--- config.mk ---
export PLATFORM = sky130hd
export DESIGN_NAME = uidr_core
export DESIGN_NICKNAME = d
export VERILOG_FILES = /design/src/core/uidr_pkg.sv /design/src/core/uidr_rx_timeout.sv /design/src/core/uidr_core.sv
export VERILOG_INCLUDE_DIRS = /design/src /design/src/core
export SDC_FILE = /design/constraint.sdc
export NUM_CORES = 1
export LEC_CHECK = 0
export ABC_CLOCK_PERIOD_IN_PS = 3700
export BUFFER_PORTS_ARGS = -buffer_cell sky130_fd_sc_hd__buf_2
export CELL_PAD_IN_SITES_DETAIL_PLACEMENT = 1
export CELL_PAD_IN_SITES_GLOBAL_PLACEMENT = 1
export CORE_ASPECT_RATIO = 0.5
export CORE_UTILIZATION = 43
export DETAILED_ROUTE_END_ITERATION = 8
export PLACE_DENSITY_LB_ADDON = 0.1
export SETUP_SLACK_MARGIN = 0.5
export SKIP_LAST_GASP = 1
export SYNTH_ARGS = -nofsm -noshare
export SYNTH_HDL_FRONTEND = slang
export SYNTH_SLANG_ARGS = --single-unit
export TNS_END_PERCENT = 20
--- constraint.sdc ---
create_clock -name clk_i -period 3.7 [get_ports clk_i]
set_clock_uncertainty 0.15 [all_clocks]
set_input_delay 0.74 -clock clk_i [delete_from_list [all_inputs] [get_ports clk_i]]
set_output_delay 0.74 -clock clk_i [all_outputs]
set_load 0.01 [all_outputs]
--- src/core/uidr_defines.svh ---
`ifndef UIDR_DEFINES_SVH
`define UIDR_DEFINES_SVH

// ----------------------------------------------------------------
// Register byte offsets
// ----------------------------------------------------------------
`define UIDR_OFS_LCR      12'h02c
`define UIDR_OFS_CR       12'h030
`define UIDR_OFS_IFLS     12'h034
`define UIDR_OFS_IMSC     12'h038
`define UIDR_OFS_RIS      12'h03c
`define UIDR_OFS_MIS      12'h040
`define UIDR_OFS_ICR      12'h044
`define UIDR_OFS_DMACR    12'h048

// ----------------------------------------------------------------
// Field positions
// ----------------------------------------------------------------
`define UIDR_LCR_FIFO_EN  4
`define UIDR_CR_PORT_EN   0
`define UIDR_DMA_RX_EN    0
`define UIDR_DMA_TX_EN    1
`define UIDR_DMA_ON_ERR   2
`define UIDR_IFLS_TX_LSB  0
`define UIDR_IFLS_RX_LSB  3
`define UIDR_IRQ_RING     0
`define UIDR_IRQ_CTS      1
`define UIDR_IRQ_DCD      2
`define UIDR_IRQ_DSR      3
`define UIDR_IRQ_RX       4
`define UIDR_IRQ_TX       5
`define UIDR_IRQ_RT       6
`define UIDR_IRQ_FE       7
`define UIDR_IRQ_PE       8
`define UIDR_IRQ_BE       9
`define UIDR_IRQ_OE       10

// ----------------------------------------------------------------
// Reset values
// ----------------------------------------------------------------
`define UIDR_RST_LCR      8'h00
`define UIDR_RST_CR       16'h0300
`define UIDR_RST_IFLS     6'h12
`define UIDR_RST_IMSC     11'h000
`define UIDR_RST_DMACR    3'h0

// ----------------------------------------------------------------
// Sizes and timing counts
// ----------------------------------------------------------------
`define UIDR_FIFO_DEPTH   6'd32
`define UIDR_TO_BITS      32
`define UIDR_OVERSAMPLE   16
`define UIDR_TO_TICKS     (`UIDR_TO_BITS * `UIDR_OVERSAMPLE)

`endif

--- src/core/uidr_pkg.sv ---
package uidr_pkg;

  // Watermark select codes, eighths of the FIFO
  typedef enum logic [2:0] {
    WM_1_8 = 3'h0,
    WM_1_4 = 3'h1,
    WM_1_2 = 3'h2,
    WM_3_4 = 3'h3,
    WM_7_8 = 3'h4
  } uidr_wm_t;

  typedef logic [10:0] uidr_irq_vec_t;
  typedef logic [5:0]  uidr_level_t;

endpackage

--- src/core/uidr_rx_timeout.sv ---
`timescale 1ns/10ps
`include "uidr_defines.svh"

module uidr_rx_timeout (
  // Clock and reset
  input  wire logic clk_i,
  input  wire logic rst_i,
  // Receive side events
  input  wire logic tick_i,
  input  wire logic restart_i,
  input  wire logic nonempty_i,
  // Expiry pulse
  output logic      timeout_o
);

  localparam logic [9:0] LIMIT = 10'(`UIDR_TO_TICKS);

  logic [9:0] cnt_reg;
  logic [9:0] cnt_next;
  logic       to_reg;
  wire        expire_w = tick_i && (cnt_reg == LIMIT - 10'h001) && nonempty_i && !restart_i;

  // Counts oversample ticks, restarted by each new character
  assign cnt_next = (!nonempty_i || restart_i) ? 10'h000 :
                    (tick_i && cnt_reg != LIMIT) ? cnt_reg + 10'h001 : cnt_reg;

  always_ff @(posedge clk_i) begin
    if (rst_i) begin
      cnt_reg <= 10'h000;
      to_reg  <= 1'b0;
    end else begin
      cnt_reg <= cnt_next;
      to_reg  <= expire_w;
    end
  end

  assign timeout_o = to_reg;
endmodule // uidr_rx_timeout

--- src/core/uidr_core.sv ---
`timescale 1ns/10ps
`include "uidr_defines.svh"

// How it works
// - Single and burst requests are independent; both assert at or above receive watermark.
// - Receive fill below watermark but non-empty raises only single receive request.
// - A request stays asserted until its matching clear input is raised.
// - After clear is released a request may reassert when its condition holds.
// - Port disable or cleared direction DMA enable drops that direction's requests.
// - With FIFOs off only single requests can assert; bursts stay low.
// - Transmit burst triggers on 28, 24, 16, 8, 4 free locations per watermark.
// - Receive burst triggers on 4, 8, 16, 24, 28 filled locations per watermark.
// - Block-on-error masks both receive requests while error interrupt is set.
// - Requests and clears are all synchronous to the bus clock.
// - Eleven maskable interrupt sources; only the combined output leaves the block.
// - A mask bit of one enables its source, zero masks it.
// - Modem interrupts set on any modem input change, cleared by writing one.
// - FIFO mode receive interrupt sets at trigger level, clears below or by clear.
// - Character mode receive interrupt sets when filled, clears on read or clear.
// - FIFO mode transmit interrupt sets at or below trigger, clears above or by clear.
// - Character mode transmit interrupt sets when empty, clears on write or clear.
// - Transmit interrupt sets on a transition into its condition, never by level.
// - Receive timeout sets when non-empty with no data for 32 bit periods.
// - Framing, parity, break, overrun set error bits, cleared by clear bits 7 to 10.
// - Combined interrupt is the OR of all masked sources.
// - Single receive request asserts while receive FIFO holds a character.
// - Single transmit request asserts while transmit FIFO has a free location.
// - Receive and transmit watermarks are selected separately in the level register.
module uidr_core (
  // Clock and reset
  input  wire logic        clk_i,
  input  wire logic        rst_i,
  // Wishbone slave
  input  wire logic        wb_cyc_i,
  input  wire logic        wb_stb_i,
  input  wire logic        wb_we_i,
  input  wire logic [11:0] wb_adr_i,
  input  wire logic [3:0]  wb_sel_i,
  input  wire logic [31:0] wb_dat_i,
  output logic      [31:0] wb_dat_o,
  output logic             wb_ack_o,
  // FIFO status from the datapath
  input  wire logic [5:0]  rx_fifo_level_i,
  input  wire logic [5:0]  tx_fifo_level_i,
  input  wire logic        rx_push_i,
  input  wire logic [3:0]  rx_err_i,
  input  wire logic        baud16_tick_i,
  // Modem inputs, active low
  input  wire logic        clear_to_send_n_i,
  input  wire logic        carrier_detect_n_i,
  input  wire logic        data_set_ready_n_i,
  input  wire logic        ring_indicator_n_i,
  // DMA handshake
  input  wire logic        tx_request_clear_i,
  input  wire logic        rx_request_clear_i,
  output logic             rx_single_request_o,
  output logic             rx_burst_request_o,
  output logic             tx_single_request_o,
  output logic             tx_burst_request_o,
  // Interrupt
  output logic             combined_irq_o
);

  // ----------------------------------------------------------------
  // Decode helpers
  // ----------------------------------------------------------------
  // Watermark in filled locations, shared by both directions
  function automatic uidr_pkg::uidr_level_t wm_fill(input logic [2:0] sel);
    case (uidr_pkg::uidr_wm_t'(sel))
      uidr_pkg::WM_1_8: wm_fill = 6'd4;
      uidr_pkg::WM_1_4: wm_fill = 6'd8;
      uidr_pkg::WM_1_2: wm_fill = 6'd16;
      uidr_pkg::WM_3_4: wm_fill = 6'd24;
      uidr_pkg::WM_7_8: wm_fill = 6'd28;
      default:          wm_fill = 6'd16;
    endcase
  endfunction

  function automatic logic [31:0] merge(input logic [31:0] old, input logic [31:0] dat, input logic [3:0] sel);
    logic [31:0] m;
    m     = {{8{sel[3]}}, {8{sel[2]}}, {8{sel[1]}}, {8{sel[0]}}};
    merge = (old & ~m) | (dat & m);
  endfunction

  // ----------------------------------------------------------------
  // Registers
  // ----------------------------------------------------------------
  logic [7:0]                lcr_reg;
  logic [15:0]               cr_reg;
  logic [5:0]                ifls_reg;
  uidr_pkg::uidr_irq_vec_t   imsc_reg;
  uidr_pkg::uidr_irq_vec_t   ris_reg;
  uidr_pkg::uidr_irq_vec_t   ris_next;
  logic [2:0]                dmacr_reg;
  logic                      ack_reg;
  logic [31:0]               rdata_reg;
  logic [3:0]                modem_prev_reg;
  logic                      rx_cond_prev_reg;
  logic                      tx_cond_prev_reg;
  logic                      rxs_reg;
  logic                      rxb_reg;
  logic                      txs_reg;
  logic                      txb_reg;
  logic                      rt_pulse;

  // ----------------------------------------------------------------
  // Wishbone decode
  // ----------------------------------------------------------------
  wire        req_w   = wb_cyc_i && wb_stb_i;
  wire        wr_w    = req_w && wb_we_i && ack_reg;
  wire [11:0] ofs_w   = {wb_adr_i[11:2], 2'b00};
  wire        wr_lcr  = wr_w && ofs_w == `UIDR_OFS_LCR;
  wire        wr_cr   = wr_w && ofs_w == `UIDR_OFS_CR;
  wire        wr_ifls = wr_w && ofs_w == `UIDR_OFS_IFLS;
  wire        wr_imsc = wr_w && ofs_w == `UIDR_OFS_IMSC;
  wire        wr_icr  = wr_w && ofs_w == `UIDR_OFS_ICR;
  wire        wr_dma  = wr_w && ofs_w == `UIDR_OFS_DMACR;
  wire [31:0] wmask_w = merge(32'h0000_0000, 32'hffff_ffff, wb_sel_i);
  wire uidr_pkg::uidr_irq_vec_t icr_clr = wr_icr ? (wb_dat_i[10:0] & wmask_w[10:0]) : 11'h000;
  wire uidr_pkg::uidr_irq_vec_t mis_w   = ris_reg & imsc_reg;

  wire [31:0] merge_lcr  = merge({24'h0, lcr_reg}, wb_dat_i, wb_sel_i);
  wire [31:0] merge_cr   = merge({16'h0, cr_reg}, wb_dat_i, wb_sel_i);
  wire [31:0] merge_ifls = merge({26'h0, ifls_reg}, wb_dat_i, wb_sel_i);
  wire [31:0] merge_imsc = merge({21'h0, imsc_reg}, wb_dat_i, wb_sel_i);
  wire [31:0] merge_dma  = merge({29'h0, dmacr_reg}, wb_dat_i, wb_sel_i);

  logic [31:0] rd_mux;
  always_comb begin
    case (ofs_w)
      `UIDR_OFS_LCR:   rd_mux = {24'h0, lcr_reg};
      `UIDR_OFS_CR:    rd_mux = {16'h0, cr_reg};
      `UIDR_OFS_IFLS:  rd_mux = {26'h0, ifls_reg};
      `UIDR_OFS_IMSC:  rd_mux = {21'h0, imsc_reg};
      `UIDR_OFS_RIS:   rd_mux = {21'h0, ris_reg};
      `UIDR_OFS_MIS:   rd_mux = {21'h0, mis_w};
      `UIDR_OFS_DMACR: rd_mux = {29'h0, dmacr_reg};
      default:         rd_mux = 32'h0000_0000;
    endcase
  end

  // ----------------------------------------------------------------
  // Mode and level decode
  // ----------------------------------------------------------------
  wire port_en_w  = cr_reg[`UIDR_CR_PORT_EN];
  wire fifo_en_w  = lcr_reg[`UIDR_LCR_FIFO_EN];
  wire rx_dmae_w  = dmacr_reg[`UIDR_DMA_RX_EN];
  wire tx_dmae_w  = dmacr_reg[`UIDR_DMA_TX_EN];
  wire dma_block_on_error_w = dmacr_reg[`UIDR_DMA_ON_ERR];
  wire uidr_pkg::uidr_level_t rx_wm_w = wm_fill(ifls_reg[`UIDR_IFLS_RX_LSB +: 3]);
  wire uidr_pkg::uidr_level_t tx_wm_w = wm_fill(ifls_reg[`UIDR_IFLS_TX_LSB +: 3]);
  wire uidr_pkg::uidr_level_t tx_free_w = `UIDR_FIFO_DEPTH - tx_fifo_level_i;

  wire rx_nonempty_w = rx_fifo_level_i != 6'd0;
  wire tx_has_room_w = fifo_en_w ? (tx_free_w != 6'd0) : (tx_fifo_level_i == 6'd0);
  wire error_irq_w   = |ris_reg[`UIDR_IRQ_OE:`UIDR_IRQ_FE];

  // Receive burst: fill reaches watermark; transmit burst: free space reaches complement
  wire rxb_cond_w = fifo_en_w && rx_fifo_level_i >= rx_wm_w;
  wire txb_cond_w = fifo_en_w && tx_free_w >= (`UIDR_FIFO_DEPTH - tx_wm_w);

  // Per-direction gating; receive side also blocked while an error is pending
  wire rx_gate_w = port_en_w && rx_dmae_w && !(dma_block_on_error_w && error_irq_w);
  wire tx_gate_w = port_en_w && tx_dmae_w;

  // ----------------------------------------------------------------
  // DMA requests
  // ----------------------------------------------------------------
  // Sticky until clear or until the direction gate drops (bursts also when FIFOs are disabled), so a falling condition alone never withdraws a request
  wire rxs_next = (rxs_reg || rx_nonempty_w) && !rx_request_clear_i && rx_gate_w;
  wire rxb_next = (rxb_reg || rxb_cond_w) && !rx_request_clear_i && rx_gate_w && fifo_en_w;
  wire txs_next = (txs_reg || tx_has_room_w) && !tx_request_clear_i && tx_gate_w;
  wire txb_next = (txb_reg || txb_cond_w) && !tx_request_clear_i && tx_gate_w && fifo_en_w;

  always_ff @(posedge clk_i) begin
    if (rst_i) begin
      rxs_reg <= 1'b0;
      rxb_reg <= 1'b0;
      txs_reg <= 1'b0;
      txb_reg <= 1'b0;
    end else begin
      rxs_reg <= rxs_next;
      rxb_reg <= rxb_next;
      txs_reg <= txs_next;
      txb_reg <= txb_next;
    end
  end

  assign rx_single_request_o = rxs_reg;
  assign rx_burst_request_o  = rxb_reg;
  assign tx_single_request_o = txs_reg;
  assign tx_burst_request_o  = txb_reg;

  // ----------------------------------------------------------------
  // Interrupt sources
  // ----------------------------------------------------------------
  wire [3:0] modem_now_w = {data_set_ready_n_i, carrier_detect_n_i, clear_to_send_n_i, ring_indicator_n_i};
  wire [3:0] modem_chg_w = modem_now_w ^ modem_prev_reg;

  wire rx_cond_w = fifo_en_w ? (rx_fifo_level_i >= rx_wm_w) : rx_nonempty_w;
  wire tx_cond_w = fifo_en_w ? (tx_fifo_level_i <= tx_wm_w) : (tx_fifo_level_i == 6'd0);
  wire rx_set_w  = rx_cond_w && !rx_cond_prev_reg;
  // Edge only: enabling with an empty FIFO must not raise it
  wire tx_set_w  = tx_cond_w && !tx_cond_prev_reg;
  wire [3:0] err_set_w = rx_push_i ? rx_err_i : 4'h0;

  uidr_rx_timeout u_rx_timeout (
    .clk_i      (clk_i),
    .rst_i      (rst_i),
    .tick_i     (baud16_tick_i),
    .restart_i  (rx_push_i),
    .nonempty_i (rx_nonempty_w),
    .timeout_o  (rt_pulse)
  );

  // Set beats a same-cycle clear for every source
  always_comb begin
    ris_next = ris_reg & ~icr_clr;
    ris_next[`UIDR_IRQ_DSR:`UIDR_IRQ_RING] = ris_next[`UIDR_IRQ_DSR:`UIDR_IRQ_RING] | modem_chg_w;
    ris_next[`UIDR_IRQ_RX] = (ris_next[`UIDR_IRQ_RX] && rx_cond_w) || rx_set_w;
    ris_next[`UIDR_IRQ_TX] = (ris_next[`UIDR_IRQ_TX] && tx_cond_w) || tx_set_w;
    ris_next[`UIDR_IRQ_RT] = (ris_next[`UIDR_IRQ_RT] && rx_nonempty_w) || rt_pulse;
    ris_next[`UIDR_IRQ_OE:`UIDR_IRQ_FE] = ris_next[`UIDR_IRQ_OE:`UIDR_IRQ_FE] | err_set_w;
  end

  always_ff @(posedge clk_i) begin
    if (rst_i) begin
      ris_reg          <= 11'h000;
      modem_prev_reg   <= 4'hf;
      rx_cond_prev_reg <= 1'b0;
      tx_cond_prev_reg <= 1'b1;
    end else begin
      ris_reg          <= ris_next;
      modem_prev_reg   <= modem_now_w;
      rx_cond_prev_reg <= rx_cond_w;
      tx_cond_prev_reg <= tx_cond_w;
    end
  end

  // Only the combined line leaves the block
  assign combined_irq_o = |mis_w;

  // ----------------------------------------------------------------
  // Register writes and bus answer
  // ----------------------------------------------------------------
  always_ff @(posedge clk_i) begin
    if (rst_i) begin
      lcr_reg   <= `UIDR_RST_LCR;
      cr_reg    <= `UIDR_RST_CR;
      ifls_reg  <= `UIDR_RST_IFLS;
      imsc_reg  <= `UIDR_RST_IMSC;
      dmacr_reg <= `UIDR_RST_DMACR;
    end else begin
      if (wr_lcr) lcr_reg <= merge_lcr[7:0];
      if (wr_cr) cr_reg <= merge_cr[15:0];
      if (wr_ifls) ifls_reg <= merge_ifls[5:0];
      if (wr_imsc) imsc_reg <= merge_imsc[10:0];
      if (wr_dma) dmacr_reg <= merge_dma[2:0];
    end
  end

  // Single wait state: ack one cycle after the strobe, then drops
  always_ff @(posedge clk_i) begin
    if (rst_i) begin
      ack_reg   <= 1'b0;
      rdata_reg <= 32'h0000_0000;
    end else begin
      ack_reg   <= req_w && !ack_reg;
      rdata_reg <= (req_w && !ack_reg && !wb_we_i) ? rd_mux : rdata_reg;
    end
  end

  assign wb_ack_o = ack_reg;
  assign wb_dat_o = rdata_reg;
endmodule // uidr_core

==> impl_metrics.toml <==
[status]
status = "finished, final reports clean"

[timing]
tns_ns = 0
slew_headroom_pct = 54.4
finalHoldViolations = 0
period_minus_slack_ns = 2.53
max_freq_mhz = 396
post-route-period-util_pct = 68.3
slew_violations = 0
setup_viol = 0
rsz0062_at_grt = "no"
tightest_slew_ns = 0.683

[cts]
post-cts-setup-buffers = 0
postCtsResizedCells = 0
ctsHoldBuffers = 0
cts_made_buffers = 9
clk_latency_ns = 0.34
cts_tree = "yes"
clk_pin_slew_ns = 0.07
clock_sinks = 93
htreeDepth = 3
root_buffer = "clkbuf_16"
clockBufferDepth = 2

[synth]
synth_area_leaders = "dfxtp_1, a21oi_1, nand3_1, o21ai_0, buf_4"
ys.flop_type = "dfxtp_1"
yosysWarnings = 0
syn_inst = 564
ys_types = 67
async_flop_share_pct = 0
synth_area_um2 = 4770
synth_seq_area_share_pct = 39.0
synth_edf_count = 0
synth_top_area_share_pct = 39.0
synth_seq_cells = 93
avgSynthCellArea_um2 = 8.47
synth.most_common_cell = "dfxtp_1"
synthTopCellsByCount = "dfxtp_1, a21oi_1, nand3_1, o21ai_0, nand2_1"
synth_top_cell_by_area = "dfxtp_1"

[drt]
drt_wl_total_um = 15300
drtIter0Drc = 337
viasPerCell = 5.89
drc = 0
wl_per_cell_um = 19.8
num_vias = 4550
drt-pass1-iter-count = 5
drtAntennaViolNets = 0

[critical_path]
worst_setup_path_start_kind = "primary input"
r2r_cells = 6
cp-end-kind = "flip-flop"
crit_required_ns = 3.77
path_cells = "buf_2 > nor2b_1 > buf_4 > a32o_1 > a221oi_1 > o21ai_1"
arrival_ns = 2.59
reg2reg_slack_ns = 1.56
path_max_fanout = 26
cpPeakStageDelay_ns = 0.51
r2r_end = "ris_reg[4]"
crit_type = "primary input to flip-flop"
slowest_stage = "a221oi_1"

[grt]
grt_use_total_pct = 27.2
grt_pass1_vias = 4413
grt_max_degree = 49
grt_first_pass_wirelength_um = 23900
grt-ovfl-total = 0
grt_antenna_before_repair = 0

[pwr]
peakVddDrop_mv = 0.220
sw_frac_of_total_pct = 25.8
switchingPower_uw = 540
share_seq_of_total_power_pct = 49.0
internal_power_uw = 1550
p_leak_uw = 0.00206
p_comb_share_pct = 8.4
p_per_area_nw_per_um2 = 382
p_clk_share_pct = 42.7

[run]
cap_violations = 0

[min_path]
worstHoldPathType = "flip-flop to flip-flop"
hold_depth = 2
min_from = "u_rx_timeout.timeout_o"
whs_endpoint = "ris_reg[6]"

[cells_and_area]
fillerInstances = 1342
nets = 716
num_antenna_cells = 0
synthToLayoutAreaGrowth_pct = 14.9
final_cell_count_no_fill = 772
layout-drive-gt1-share_pct = 20.7

[die]
ios = 115
core_um2 = 10500
die_x_um = 151
start_util_pct = 45.4
die_area_um2 = 11600
rows = 26
die_h_um = 76.5

[place]
globalplace.congestion = 0.787
portBuffers = 78
dp_hpwl_um = 11000
dpl.cell_count = 756
## metrics by stage
step	util, %	total power, µW	hold WS [ns]	setup slack, ns	instance area [µm²]
floorplan	-	1150	0.257	1.28	4830
global placement	49.5	1220	0.264	0.934	5200
detailed placement	49.5	1220	0.271	0.915	5200
CTS	52.2	2100	0.281	1.25	5490
global route	52.2	2170	0.314	1.03	5490
finish	52.2	2090	0.278	1.17	5490
## critical path: cells and delay by family
kind	cells	cell delay [ns]
AO/OA/AOI/OAI	3	0.87
buffers and inverters	2	0.69
AND/OR/NAND/NOR	1	0.29
## per-layer routing
metal / global-route usage (%) / wire [µm]
met3: 7.60 / 1120
met4: 3.80 / 42
met5: 0 / 0
met2: 40.7 / 6480
met1: 39.2 / 7630
## cells in the final DEF (no fill, tap or decap), types with 5 or more instances in the layout
cell | netlist | final
nor2_1 | 31 | 31
o21ai_0 | 50 | 50
o21ai_1 | 9 | 9
a32oi_1 | 9 | 9
dfxtp_1 | 93 | 93
o31ai_1 | 9 | 9
clkbuf_16 | 0 | 9
buf_2 | 14 | 78
mux2_2 | 8 | 8
and2_1 | 7 | 7
inv_1 | 21 | 21
buf_4 | 21 | 10
nand3_1 | 50 | 50
xnor2_1 | 11 | 11
or2_2 | 5 | 5
ha_1 | 12 | 12
conb_1 | 2 | 17
a21oi_1 | 55 | 55
nor4_1 | 7 | 7
nand4_1 | 9 | 9
a32o_1 | 11 | 11
nand2_1 | 34 | 34
a221oi_1 | 9 | 9
## worst max-delay path by stage
stage,startpoint,to,slack (ns),depth (start not counted)
after floorplan,tx_fifo_level_i[0],tx_burst_request_o,1.28,6
after global placement,wb_adr_i[3],wb_dat_o[3],0.93,6
after detailed placement,wb_adr_i[3],wb_dat_o[3],0.91,6
after CTS,wb_adr_i[9],flip-flop,1.25,5
after global routing,wb_adr_i[9],flip-flop,1.03,5
final,wb_adr_i[3],wb_dat_o[3],1.17,6
## cell families after synthesis
logic type               share of synthesized area [%]
flip-flops                                        39.0
adder cells (fa/ha/maj)                           3.14
XOR/XNOR                                          2.75
AO/OA/AOI/OAI                                     22.8
buffers and inverters                             7.84
AND/OR/NAND/NOR                                   20.6
multiplexers                                      3.72
other                                            0.157
## power by group through the flow
| stage | combinational [µW] | clock (µW) | sequential (µW) |
|---|---|---|---|
| 6_report | 175 | 894 | 1030 |
| 5_1_grt | 192 | 948 | 1030 |
| 4_1_cts | 174 | 903 | 1030 |
| 3_5_place_dp | 172 | 0 | 1050 |
| 3_3_place_gp | 168 | 0 | 1050 |
| 2_1_floorplan | 107 | 0 | 1040 |
## layout make-up
type	count	area, µm²	area share, %
inverters	22	82.6	1.51
clock buffers	10	239	4.36
repair buffers	89	485	8.85
multi-input cells	412	2590	47.3
well taps	140	175	3.19
clock inverters	6	46.3	0.844
flip-flops and latches	93	1860	33.9
(Power assumes the default switching activity.)
